===== src/pkg/ptb_pkg.sv =====
package ptb_pkg;
  // Bus address and command codes
  localparam logic [6:0] SLAVE_ADDR = 7'h0d;
  localparam logic [7:0] CMD_PTR = 8'hb0;
  localparam logic [7:0] CMD_BLK_WR = 8'ha0;
  localparam logic [7:0] CMD_BLK_RD = 8'ha1;
  localparam logic [7:0] PTR_RST = 8'h00;
  localparam logic [3:0] ACK_BIT = 4'h8;
  localparam logic [3:0] LAST_BIT = 4'h7;
  // Count after the acknowledge clock has risen
  localparam logic [3:0] END_BIT = 4'h9;

  // Transaction phases
  typedef enum logic [2:0] {
    PTB_IDLE, PTB_ADDR, PTB_CMD, PTB_PTR, PTB_CNT, PTB_WDATA, PTB_RDATA, PTB_SKIP
  } ptb_state_t;

  // Register-space access toward the device core
  typedef struct packed {
    logic wr;
    logic [7:0] addr;
    logic [7:0] data;
  } ptb_wr_t;
endpackage : ptb_pkg


===== src/logic/ptb_slave.sv =====
`timescale 1ns/1ps
module ptb_slave
  import ptb_pkg::*;
(
  // Clock and reset
  input wire logic i_ref_clk,
  input wire logic i_rstn,
  // Serial bus pins
  input wire logic i_scl,
  input wire logic i_sda,
  output logic o_sda_out,
  output logic o_sda_oe,
  // Register space
  output ptb_wr_t o_reg_wr,
  output logic [7:0] o_reg_raddr,
  input wire logic [7:0] i_reg_rdata,
  // Status
  output logic [7:0] o_pointer
);

  // Three-stage samplers; the first stage feeds only the second
  logic [2:0] scl_sy;
  logic [2:0] sda_sy;
  logic scl;
  logic sda;
  always_ff @(posedge i_ref_clk or negedge i_rstn) begin
    if (!i_rstn) begin
      scl_sy <= 3'h7;
      sda_sy <= 3'h7;
      scl <= 1'b1;
      sda <= 1'b1;
    end else begin
      scl_sy <= {scl_sy[1:0], i_scl};
      sda_sy <= {sda_sy[1:0], i_sda};
      if (scl_sy[1] == scl_sy[2]) scl <= scl_sy[2];
      if (sda_sy[1] == sda_sy[2]) sda <= sda_sy[2];
    end
  end

  // Bus events from the filtered lines
  logic scl_d;
  logic sda_d;
  always_ff @(posedge i_ref_clk or negedge i_rstn) begin
    if (!i_rstn) begin
      scl_d <= 1'b1;
      sda_d <= 1'b1;
    end else begin
      scl_d <= scl;
      sda_d <= sda;
    end
  end
  logic scl_rise;
  logic scl_fall;
  logic start_ev;
  logic stop_ev;
  assign scl_rise = scl & ~scl_d;
  assign scl_fall = ~scl & scl_d;
  assign start_ev = scl & scl_d & sda_d & ~sda;
  assign stop_ev = scl & scl_d & ~sda_d & sda;

  ptb_state_t state;
  logic [3:0] bitcnt;
  logic [7:0] shreg;
  logic [7:0] txreg;
  logic [7:0] ptr;
  logic [7:0] reg_addr;
  logic blk_rd;
  logic single_wr;
  logic rd_dir;
  logic drive_ack;
  logic mack;

  // Byte completes on the rising edge of its eighth data bit
  logic byte_done;
  logic [7:0] rx_byte;
  assign byte_done = scl_rise && (bitcnt == LAST_BIT) && !rd_dir && (state != PTB_IDLE);
  assign rx_byte = {shreg[6:0], sda};

  // Bit counter and receive shift on rising clock edges; the count runs on
  // through the acknowledge clock so that its low and high halves stay apart
  always_ff @(posedge i_ref_clk or negedge i_rstn) begin
    if (!i_rstn) begin
      bitcnt <= 4'h0;
      shreg <= 8'h00;
    end else if (start_ev || stop_ev) begin
      bitcnt <= 4'h0;
    end else if (scl_fall && bitcnt == END_BIT) begin
      bitcnt <= 4'h0;
    end else if (scl_rise && bitcnt != END_BIT) begin
      shreg <= rx_byte;
      bitcnt <= bitcnt + 4'h1;
    end
  end

  // Master acknowledge sampled in the ninth bit of a read byte
  always_ff @(posedge i_ref_clk or negedge i_rstn) begin
    if (!i_rstn) mack <= 1'b0;
    else if (scl_rise && bitcnt == ACK_BIT && rd_dir) mack <= ~sda;
  end

  // Transaction phase machine
  always_ff @(posedge i_ref_clk or negedge i_rstn) begin
    if (!i_rstn) begin
      state <= PTB_IDLE;
      rd_dir <= 1'b0;
      blk_rd <= 1'b0;
      single_wr <= 1'b0;
      reg_addr <= 8'h00;
    end else if (stop_ev) begin
      state <= PTB_IDLE;
      rd_dir <= 1'b0;
      blk_rd <= 1'b0;
    end else if (start_ev) begin
      // Block read flag survives the repeated start
      state <= PTB_ADDR;
      rd_dir <= 1'b0;
    end else if (byte_done) begin
      case (state)
        PTB_ADDR: begin
          if (rx_byte[7:1] == SLAVE_ADDR) begin
            state <= rx_byte[0] ? PTB_RDATA : PTB_CMD;
            rd_dir <= rx_byte[0];
          end else begin
            state <= PTB_SKIP;
          end
        end
        PTB_CMD: begin
          blk_rd <= 1'b0;
          single_wr <= 1'b0;
          case (rx_byte)
            CMD_PTR: state <= PTB_PTR;
            CMD_BLK_WR: state <= PTB_CNT;
            CMD_BLK_RD: begin
              state <= PTB_CNT;
              blk_rd <= 1'b1;
            end
            default: begin
              state <= PTB_WDATA;
              single_wr <= 1'b1;
              reg_addr <= rx_byte;
            end
          endcase
        end
        PTB_PTR: state <= PTB_SKIP;
        PTB_CNT: state <= blk_rd ? PTB_SKIP : PTB_WDATA;
        PTB_WDATA: state <= single_wr ? PTB_SKIP : PTB_WDATA;
        default: state <= state;
      endcase
    end else if (state == PTB_RDATA && scl_fall && bitcnt == END_BIT && !mack) begin
      state <= PTB_SKIP;
    end
  end

  // Pointer, register writes
  logic rd_byte_end;
  // Advance as the master's ack slot opens, so the next fetch already sees it
  assign rd_byte_end = state == PTB_RDATA && scl_fall && bitcnt == ACK_BIT && !drive_ack;
  always_ff @(posedge i_ref_clk or negedge i_rstn) begin
    if (!i_rstn) begin
      ptr <= PTR_RST;
      o_reg_wr <= '0;
    end else begin
      o_reg_wr.wr <= 1'b0;
      if (byte_done && state == PTB_PTR) begin
        ptr <= rx_byte;
      end else if (byte_done && state == PTB_WDATA) begin
        o_reg_wr.wr <= 1'b1;
        o_reg_wr.data <= rx_byte;
        o_reg_wr.addr <= single_wr ? reg_addr : ptr;
        if (!single_wr) ptr <= ptr + 8'h01;
      end else if (rd_byte_end && blk_rd) begin
        ptr <= ptr + 8'h01;
      end
    end
  end
  assign o_reg_raddr = ptr;
  assign o_pointer = ptr;

  // Acknowledge after each accepted write byte
  always_ff @(posedge i_ref_clk or negedge i_rstn) begin
    if (!i_rstn) drive_ack <= 1'b0;
    else if (start_ev || stop_ev) drive_ack <= 1'b0;
    else if (scl_fall && bitcnt == END_BIT) drive_ack <= 1'b0;
    else if (byte_done && state != PTB_SKIP &&
             !(state == PTB_ADDR && rx_byte[7:1] != SLAVE_ADDR)) drive_ack <= 1'b1;
  end

  // Read shifter; shifts on falling clock edges, loads on a falling edge or as a read address byte completes
  always_ff @(posedge i_ref_clk or negedge i_rstn) begin
    if (!i_rstn) begin
      txreg <= 8'hff;
    end else if (scl_fall && state == PTB_RDATA) begin
      if (bitcnt == END_BIT) txreg <= i_reg_rdata;
      else if (bitcnt != ACK_BIT) txreg <= {txreg[6:0], 1'b1};
      else txreg <= 8'hff;
    end else if (byte_done && state == PTB_ADDR && rx_byte[0]) begin
      txreg <= i_reg_rdata; // loaded while clock still high, replaced by 8'hff at the next fall
    end
  end

  // Data line drive: acknowledge or read bit, open-drain style
  logic rd_drive;
  assign rd_drive = state == PTB_RDATA && rd_dir && bitcnt != ACK_BIT && !drive_ack;
  always_ff @(posedge i_ref_clk or negedge i_rstn) begin
    if (!i_rstn) begin
      o_sda_oe <= 1'b0;
    end else if (scl_fall || start_ev || stop_ev) begin
      o_sda_oe <= 1'b0;
    end else if (!scl) begin
      o_sda_oe <= drive_ack || (rd_drive && !txreg[7]);
    end
  end
  assign o_sda_out = 1'b0;
endmodule : ptb_slave


===== config.mk =====
export PLATFORM = sky130hd
export DESIGN_NAME = ptb_slave
export DESIGN_NICKNAME = d
export VERILOG_FILES = /design/src/pkg/ptb_pkg.sv /design/src/logic/ptb_slave.sv
export SDC_FILE = /design/constraint.sdc
export NUM_CORES = 1
export LEC_CHECK = 0
export ABC_AREA = 1
export ABC_CLOCK_PERIOD_IN_PS = 4000
export BUFFER_PORTS_ARGS = -buffer_cell sky130_fd_sc_hd__clkbuf_2
export CAP_MARGIN = 15
export CORE_ASPECT_RATIO = 0.8
export CORE_MARGIN = 4
export CORE_UTILIZATION = 40
export DETAILED_ROUTE_END_ITERATION = 8
export MAX_ROUTING_LAYER = met4
export PLACE_DENSITY_LB_ADDON = 0.15
export SLEW_MARGIN = 40
export SYNTH_ARGS = -nofsm -noshare
export SYNTH_HDL_FRONTEND = slang
export SYNTH_SLANG_ARGS = --single-unit

===== constraint.sdc =====
create_clock -name i_ref_clk -period 4 [get_ports i_ref_clk]
set_clock_uncertainty 0.15 [all_clocks]
set_input_delay 0.6 -clock i_ref_clk [delete_from_list [all_inputs] [get_ports i_ref_clk]]
set_output_delay 0.6 -clock i_ref_clk [all_outputs]
set_load 0.005 [all_outputs]

==> results of run 1 <==
==> registers in the layout, indices dropped and copies added, names as in the netlist <==
| register | cells |
|---|---|
| state | 3 |
| o_pointer | 8 |
| reg_addr | 8 |
| blk_rd | 1 |
| sda | 1 |
| sda_sy | 3 |
| scl_sy | 3 |
| rd_dir | 1 |
| single_wr | 1 |
| bitcnt | 4 |
| o_reg_wr | 17 |
| drive_ack | 1 |
| shreg | 7 |
| scl | 1 |
| o_sda_oe | 1 |
| txreg | 8 |
| scl_d | 1 |
| sda_d | 1 |
| mack | 1 |
==> where the power goes <==
part           switching (mW)  leakage, nW  internal [mW]
clock                   0.300        0.146          0.496
sequential             0.0921        0.917          0.802
combinational           0.213         1.16         0.0892
==> logic make-up (layout without fill, tap and decap cells) <==
kind of cell               after synthesis  after routing  synth area share (%)
buffers and inverters                   63            105                 8.187
and+or+nand+nor                        261            261                 31.03
AOI/OAI and AO/OA                       62             62                 10.43
other                                    1              1               0.09895
adders and majority gates                6              6                 1.849
DFF                                     71             71                 47.47
xor gates and xnor gates                 4              4                0.9246
==> final cells by class <==
type | instances | area, um^2 | share of cell area, %
clock buffers | 10 | 239.0 | 5.530
multi-input cells | 334 | 1680 | 38.88
inverters | 43 | 163.9 | 3.793
clock inverters | 6 | 60.06 | 1.390
flip-flops and latches | 71 | 1799 | 41.63
repair buffers | 46 | 235.2 | 5.443
well taps | 115 | 143.9 | 3.329
==> critical path: stages, from the launching register on <==
cell and delay [ns]:
dfstp_2 0.56, nand2_1 0.09, inv_2 0.12, nand2_2 0.10, nor2_8 0.28, nand4_4 0.30, nand2_1 0.16, o21ai_2 0.06
==> layer usage <==
metal  vias to the layer above  global-route usage (%)  routed length (um)
met3                        12                   4.569                 322
met4                         0                   6.304                 131
met1                      1460                   26.35                4687
met5                         -                       -                   0
met2                        59                   23.39                3648
li1                       1575                       -                   -
==> path summary, 6_finish.rpt <==
check / slack [ns] / startpoint / to
max: 2.05 / scl$_DFFE_PN1N_ / reg_addr[7]$_DFFE_PN0P_
min: 0.05 / i_rstn / mack$_DFFE_PN0P_
max reg2reg: 2.05 / scl$_DFFE_PN1N_ / reg_addr[7]$_DFFE_PN0P_
min reg2reg: 0.20 / scl_sy[0]$_DFF_PN1_ / scl_sy[1]$_DFF_PN1_
max in group asynchronous: 2.80 / i_rstn / txreg[4]$_DFFE_PN1P_
min in group i_ref_clk: 0.20 / i_sda / sda_sy[0]$_DFF_PN1_
==> per-stage QoR <==
| step | hold WS, ns | total power [mW] | std cells | worst slack, ns |
|---|---|---|---|---|
| final | 0.05294 | 1.991 | 625 | 2.046 |
| after global routing | 0.08173 | 2.116 | 625 | 1.876 |
| after floorplan | 0.1544 | 1.103 | 468 | 2.323 |
| after detailed placement | 0.1985 | 1.206 | 609 | 2.043 |
| after global placement | 0.1973 | 1.204 | 609 | 2.050 |
| after CTS | 0.1796 | 2.015 | 625 | 2.034 |
==> cell usage in the layout (no fill, tap or decap), drive strengths merged, types with 2 or more instances in the layout <==
| cell type | count |
|---|---|
| nand4 | 10 |
| dfstp | 18 |
| inv | 42 |
| nand2 | 160 |
| a21oi | 4 |
| nor2 | 47 |
| o31ai | 8 |
| clkbuf | 54 |
| nor3 | 4 |
| ha | 4 |
| xor2 | 2 |
| clkinv | 5 |
| dfrtp | 53 |
| nand3 | 39 |
| o21ai | 47 |
| buf | 2 |
| maj3 | 2 |
| xnor2 | 2 |
==> out/metrics.cfg, run 1 <==
[final_layout]
insertedDiodeCount = 0
fin_nets = 521
utilization_pct = 47.21
drive_gt1_share_pct = 23.14
syn_to_final_growth_pct = 14.03
final_cell_area_um2 = 4322
fillers = 921

[worst_setup_path]
critPathCaptureType = register
critPathRequiredTime_ns = 4.07
critPathKind = reg2reg
worstSetupStartpointType = register
crit_fanout = 16
worstPathArrival_ns = 2.02
reg2reg_depth = 7

[timing]
drv_slew = 0
slew_headroom_pct = 63.75
hold_violations = 0
setup_violations = 0
period_share_pct = 48.84
layout_min_cycle_time_ns = 1.954
worst_pin_slew_ns = 0.5432
setup_tns_ns = 0
fmax_ghz = 0.5119
rsz0062_at_grt = no

[global_routing]
grt_max_degree = 38
antenna_found_initial = 0
grt_pass1_wl_um = 14890
gr-usage-all-layers_pct = 17.83
grt-ovfl-total = 0
grt_pass1_vias = 2881

[place]
portBuffers = 45
hpwl_um = 6344
gp_congestion = 0.8416
place_area_um2 = 4020

[synth]
synth_top_area_share_pct = 35.00
synth_area_leaders = dfrtp_1, nand2_1, dfstp_2
synth-edff-count = 0
ys_seq_elements = 71
syn-cell-area_um2 = 3790
postSynthAreaPerCell_um2 = 8.098
synth.distinct_cells = 37
yosysMostFrequentCell = nand2_1
synth_nets = 484
syn_inst = 468
async_reset_ff_share_pct = 100.0
yosysTopAreaCell = dfrtp_1
synth_common_cells = nand2_1, dfrtp_1, nor2_1
yosysWarnings = 0
synth_ff_type = dfrtp_1
seq_area_frac_synth_pct = 47.47

[drt]
drt_iter0_drc = 229
drt-total-wl_um = 8789
post_drt_wl_per_cell_um = 14.06
ant_nets = 0
drt_pre_antenna_iters = 4
drcViolationCount = 0
vias = 3106
viasPerCell = 4.970

[cts]
cts_resized = 0
cts_setup_buffers = 0
clock_path_buffers = 2
cts_buffers = 9
h-tree-depth = 3
path_clk_slew_ns = 0.05
cts.sinks = 71
root_buffer = clkbuf_16
cts_tree = built
ctsHoldBuffers = 0
clkLatencyLatePin_ns = 0.34

[floorplan]
core_um2 = 9154
row_count = 31
dieArea_um2 = 11110
initial_core_util_pct = 41.40
io_pins = 47
die_x_um = 116.8
die_h_um = 95.06

[flow_run]
maxCapViolCount = 0

[power_and_ir_drop]
p_leak_nw = 2.223
peakVddDrop_v = 0.0002364
p_per_area_nw_per_um2 = 460.8

[min_path]
worst_hold_path_type = in2async

[status]
outcome = complete, no violations

No activity file was read; power rests on OpenSTA's default activity.
==> run 2: changes to the inputs <==
ABC_CLOCK_PERIOD_IN_PS = 1650   (was 4000)
clock period = 1.65 ns   (was 4 ns; I/O delays follow)
==> out/metrics.cfg, run 2 (synthesized netlist as in run 1, its figures left out) <==
[cts]
cts.sinks = 71  ; unchanged
clkLatencyLatePin_ns = 0.33  ; about the same
cts_buffers = 9  ; unchanged
root_buffer = clkbuf_16
clock_path_buffers = 2  ; unchanged
path_clk_slew_ns = 0.06  ; about the same
h-tree-depth = 3  ; unchanged
cts_tree = built

[global_routing]
grt_max_degree = 37  ; -2.6%
grt-ovfl-total = 0  ; unchanged
gr-usage-all-layers_pct = 19.12  ; +1.3 points
grt_pass1_vias = 3221  ; +12%
grt_pass1_wl_um = 15990  ; +7.4%
antenna_found_initial = 0  ; unchanged

[drt]
ant_nets = 0  ; unchanged
drt_pre_antenna_iters = 4  ; unchanged
viasPerCell = 4.899  ; -1.4%
drt_iter0_drc = 212  ; -7.4%
drt-total-wl_um = 9587  ; +9.1%
vias = 3405  ; +9.6%
post_drt_wl_per_cell_um = 13.79  ; -1.9%
drcViolationCount = 0  ; unchanged

[worst_setup_path]
worstSetupStartpointType = register
worstPathArrival_ns = 1.78  ; -0.24 ns
crit_fanout = 8  ; -8
cpPeakStageDelay_ns = 0.42  ; -0.14 ns
path_buf_inv = 2  ; +1
critPathKind = reg2reg
cp_top_family = simple AND/OR/NAND/NOR gates
critPathRequiredTime_ns = 1.72  ; -2.35 ns
slowest_stage = dfrtp_1
crit_chain = inv_2 -> ha_4 -> nand3_2 -> inv_1 -> nand4_1 -> nand2_4 -> nand2_8 -> nand2_2 -> nand2_1
critPathCaptureType = register

[floorplan]
row_count = 31  ; unchanged
initial_core_util_pct = 41.40  ; unchanged
die_x_um = 116.8  ; unchanged
die_h_um = 95.06  ; unchanged
core_um2 = 9154  ; unchanged
dieArea_um2 = 11110  ; unchanged
io_pins = 47  ; unchanged

[status]
failed_checks = negative setup slack
outcome = finished with violations

[final_layout]
seq_area_um2 = 1803  ; +0.21%
regMostFlops = o_reg_wr
multi_input_area_um2 = 1988  ; +18%
fillers = 838  ; -9.0%
syn_to_final_growth_pct = 37.34
fin_nets = 591  ; +13%
insertedDiodeCount = 0  ; unchanged
layout_common_cells = nand2_1, buf_4, dfrtp_1, clkbuf_2, nor2_1
final_common_cell = nand2_1
final_cell_area_um2 = 5205  ; +20%
drive_gt1_share_pct = 41.03  ; +18 points
largest_register_ffs = 17  ; unchanged

[timing]
layout_min_cycle_time_ns = 1.710  ; -0.2434 ns
setup_ws_ns = -0.06020  ; -2.107 ns
period_share_pct = 103.6  ; +55 points
setup_violations = 16  ; +16
fmax_ghz = 0.5847  ; +14%
drv_slew = 0  ; unchanged
rsz0062_at_grt = yes
hold_violations = 0  ; unchanged

[min_path]
worst_hold_path_type = in2reg

[place]
portBuffers = 45  ; unchanged
gp_congestion = 0.8491  ; +0.89%
hpwl_um = 6923  ; +9.1%
place_area_um2 = 4513  ; +12%

[power_and_ir_drop]
peakVddDrop_v = 0.0006063  ; +160%
p_leak_nw = 2.636  ; +19%
p_per_area_nw_per_um2 = 1037  ; +130%
power.total_mw = 5.397  ; +170%

[flow_run]
maxCapViolCount = 0  ; unchanged

[run 2: cell types whose count changed in the layout (fill, tap and decap cells not counted), moves of 7 or more]
cell and delta:
buf_4 +58, nand2_1 -23, nand2_2 +15, nand2_4 +7, nand3_1 -7, nor2_1 -9, o21ai_0 -8, o21ai_1 +7
[run 2: path summary, 6_finish.rpt]
| path | startpoint | endpoint | slack (ns) | cells past startpoint |
|---|---|---|---|---|
| max reg2reg | bitcnt[1]$_DFFE_PN0P_ | o_pointer[2]$_DFFE_PN0P_ | -0.06 | 9 |
| min reg2reg | scl_sy[0]$_DFF_PN1_ | scl_sy[1]$_DFF_PN1_ | 0.20 | 0 |
| min | i_reg_rdata[2] | txreg[2]$_DFFE_PN1P_ | 0.06 | 5 |
| max in group asynchronous | i_rstn | scl_sy[0]$_DFF_PN1_ | 0.54 | 3 |
| min in group asynchronous | i_rstn | o_reg_wr[16]$_DFF_PN0_ | 0.22 | 2 |
| max | bitcnt[1]$_DFFE_PN0P_ | o_pointer[2]$_DFFE_PN0P_ | -0.06 | 9 |
[run 2: power by group]
part | switching (mW) | leakage (nW) | internal, mW
clock | 0.703 | 0.140 | 1.21
combinational | 0.764 | 1.58 | 0.592
sequential | 0.182 | 0.913 | 1.95
total | 1.65 | 2.64 | 3.75
[run 2: worst min-delay path, cell delays in order]
cell and delay, ns:
clkbuf_2 0.08, o21ai_0 0.06, nand2_1 0.06, nand2_1 0.05
nand2_1 0.05
[run 2: stage by stage]
step	TNS, ns	hold slack (ns)	setup WS (ns)	utilization, %	cells
detailed placement	-3.458	0.03391	-0.1535	49.30	669
global route	-3.937	0.07384	-0.1663	56.86	695
CTS	-0.6351	0.04907	-0.05563	54.92	694
floorplan	0	-0.1981	0.008190	-	468
finish	-0.5748	0.06185	-0.06020	56.86	695
global placement	-1.934	0.03346	-0.07234	49.30	669
[run 2: area by class of cell]
cell class / instances / area share, %
multi-input combinational: 336 / 38.20
sequential: 71 / 34.64
timing repair buffer: 114 / 15.53
clock buffer: 13 / 4.808
inverter: 43 / 3.245
tap: 115 / 2.764
clock inverter: 3 / 0.8173
[run 2: what timing repair did]
| item | in CTS | in global routing |
|---|---|---|
| pin swaps | 8 | 16 |
| cloned | 2 | 0 |
| setup buffers | 4 | 1 |
| gates resized for setup | 39 | 50 |
| hold endpoints to repair | 29 | 0 |
| hold buffers | 3 | 0 |
| endpoints found under the setup margin | 53 | 59 |
[run 2: metal layers]
metal / vias to the layer above / wire, um / global-route usage (%)
met2: 66 / 4195 / 27.37
met4: 0 / 125 / 5.731
met5: - / 0 / -
li1: 1730 / - / -
met3: 11 / 467 / 4.442
met1: 1598 / 4798 / 27.02
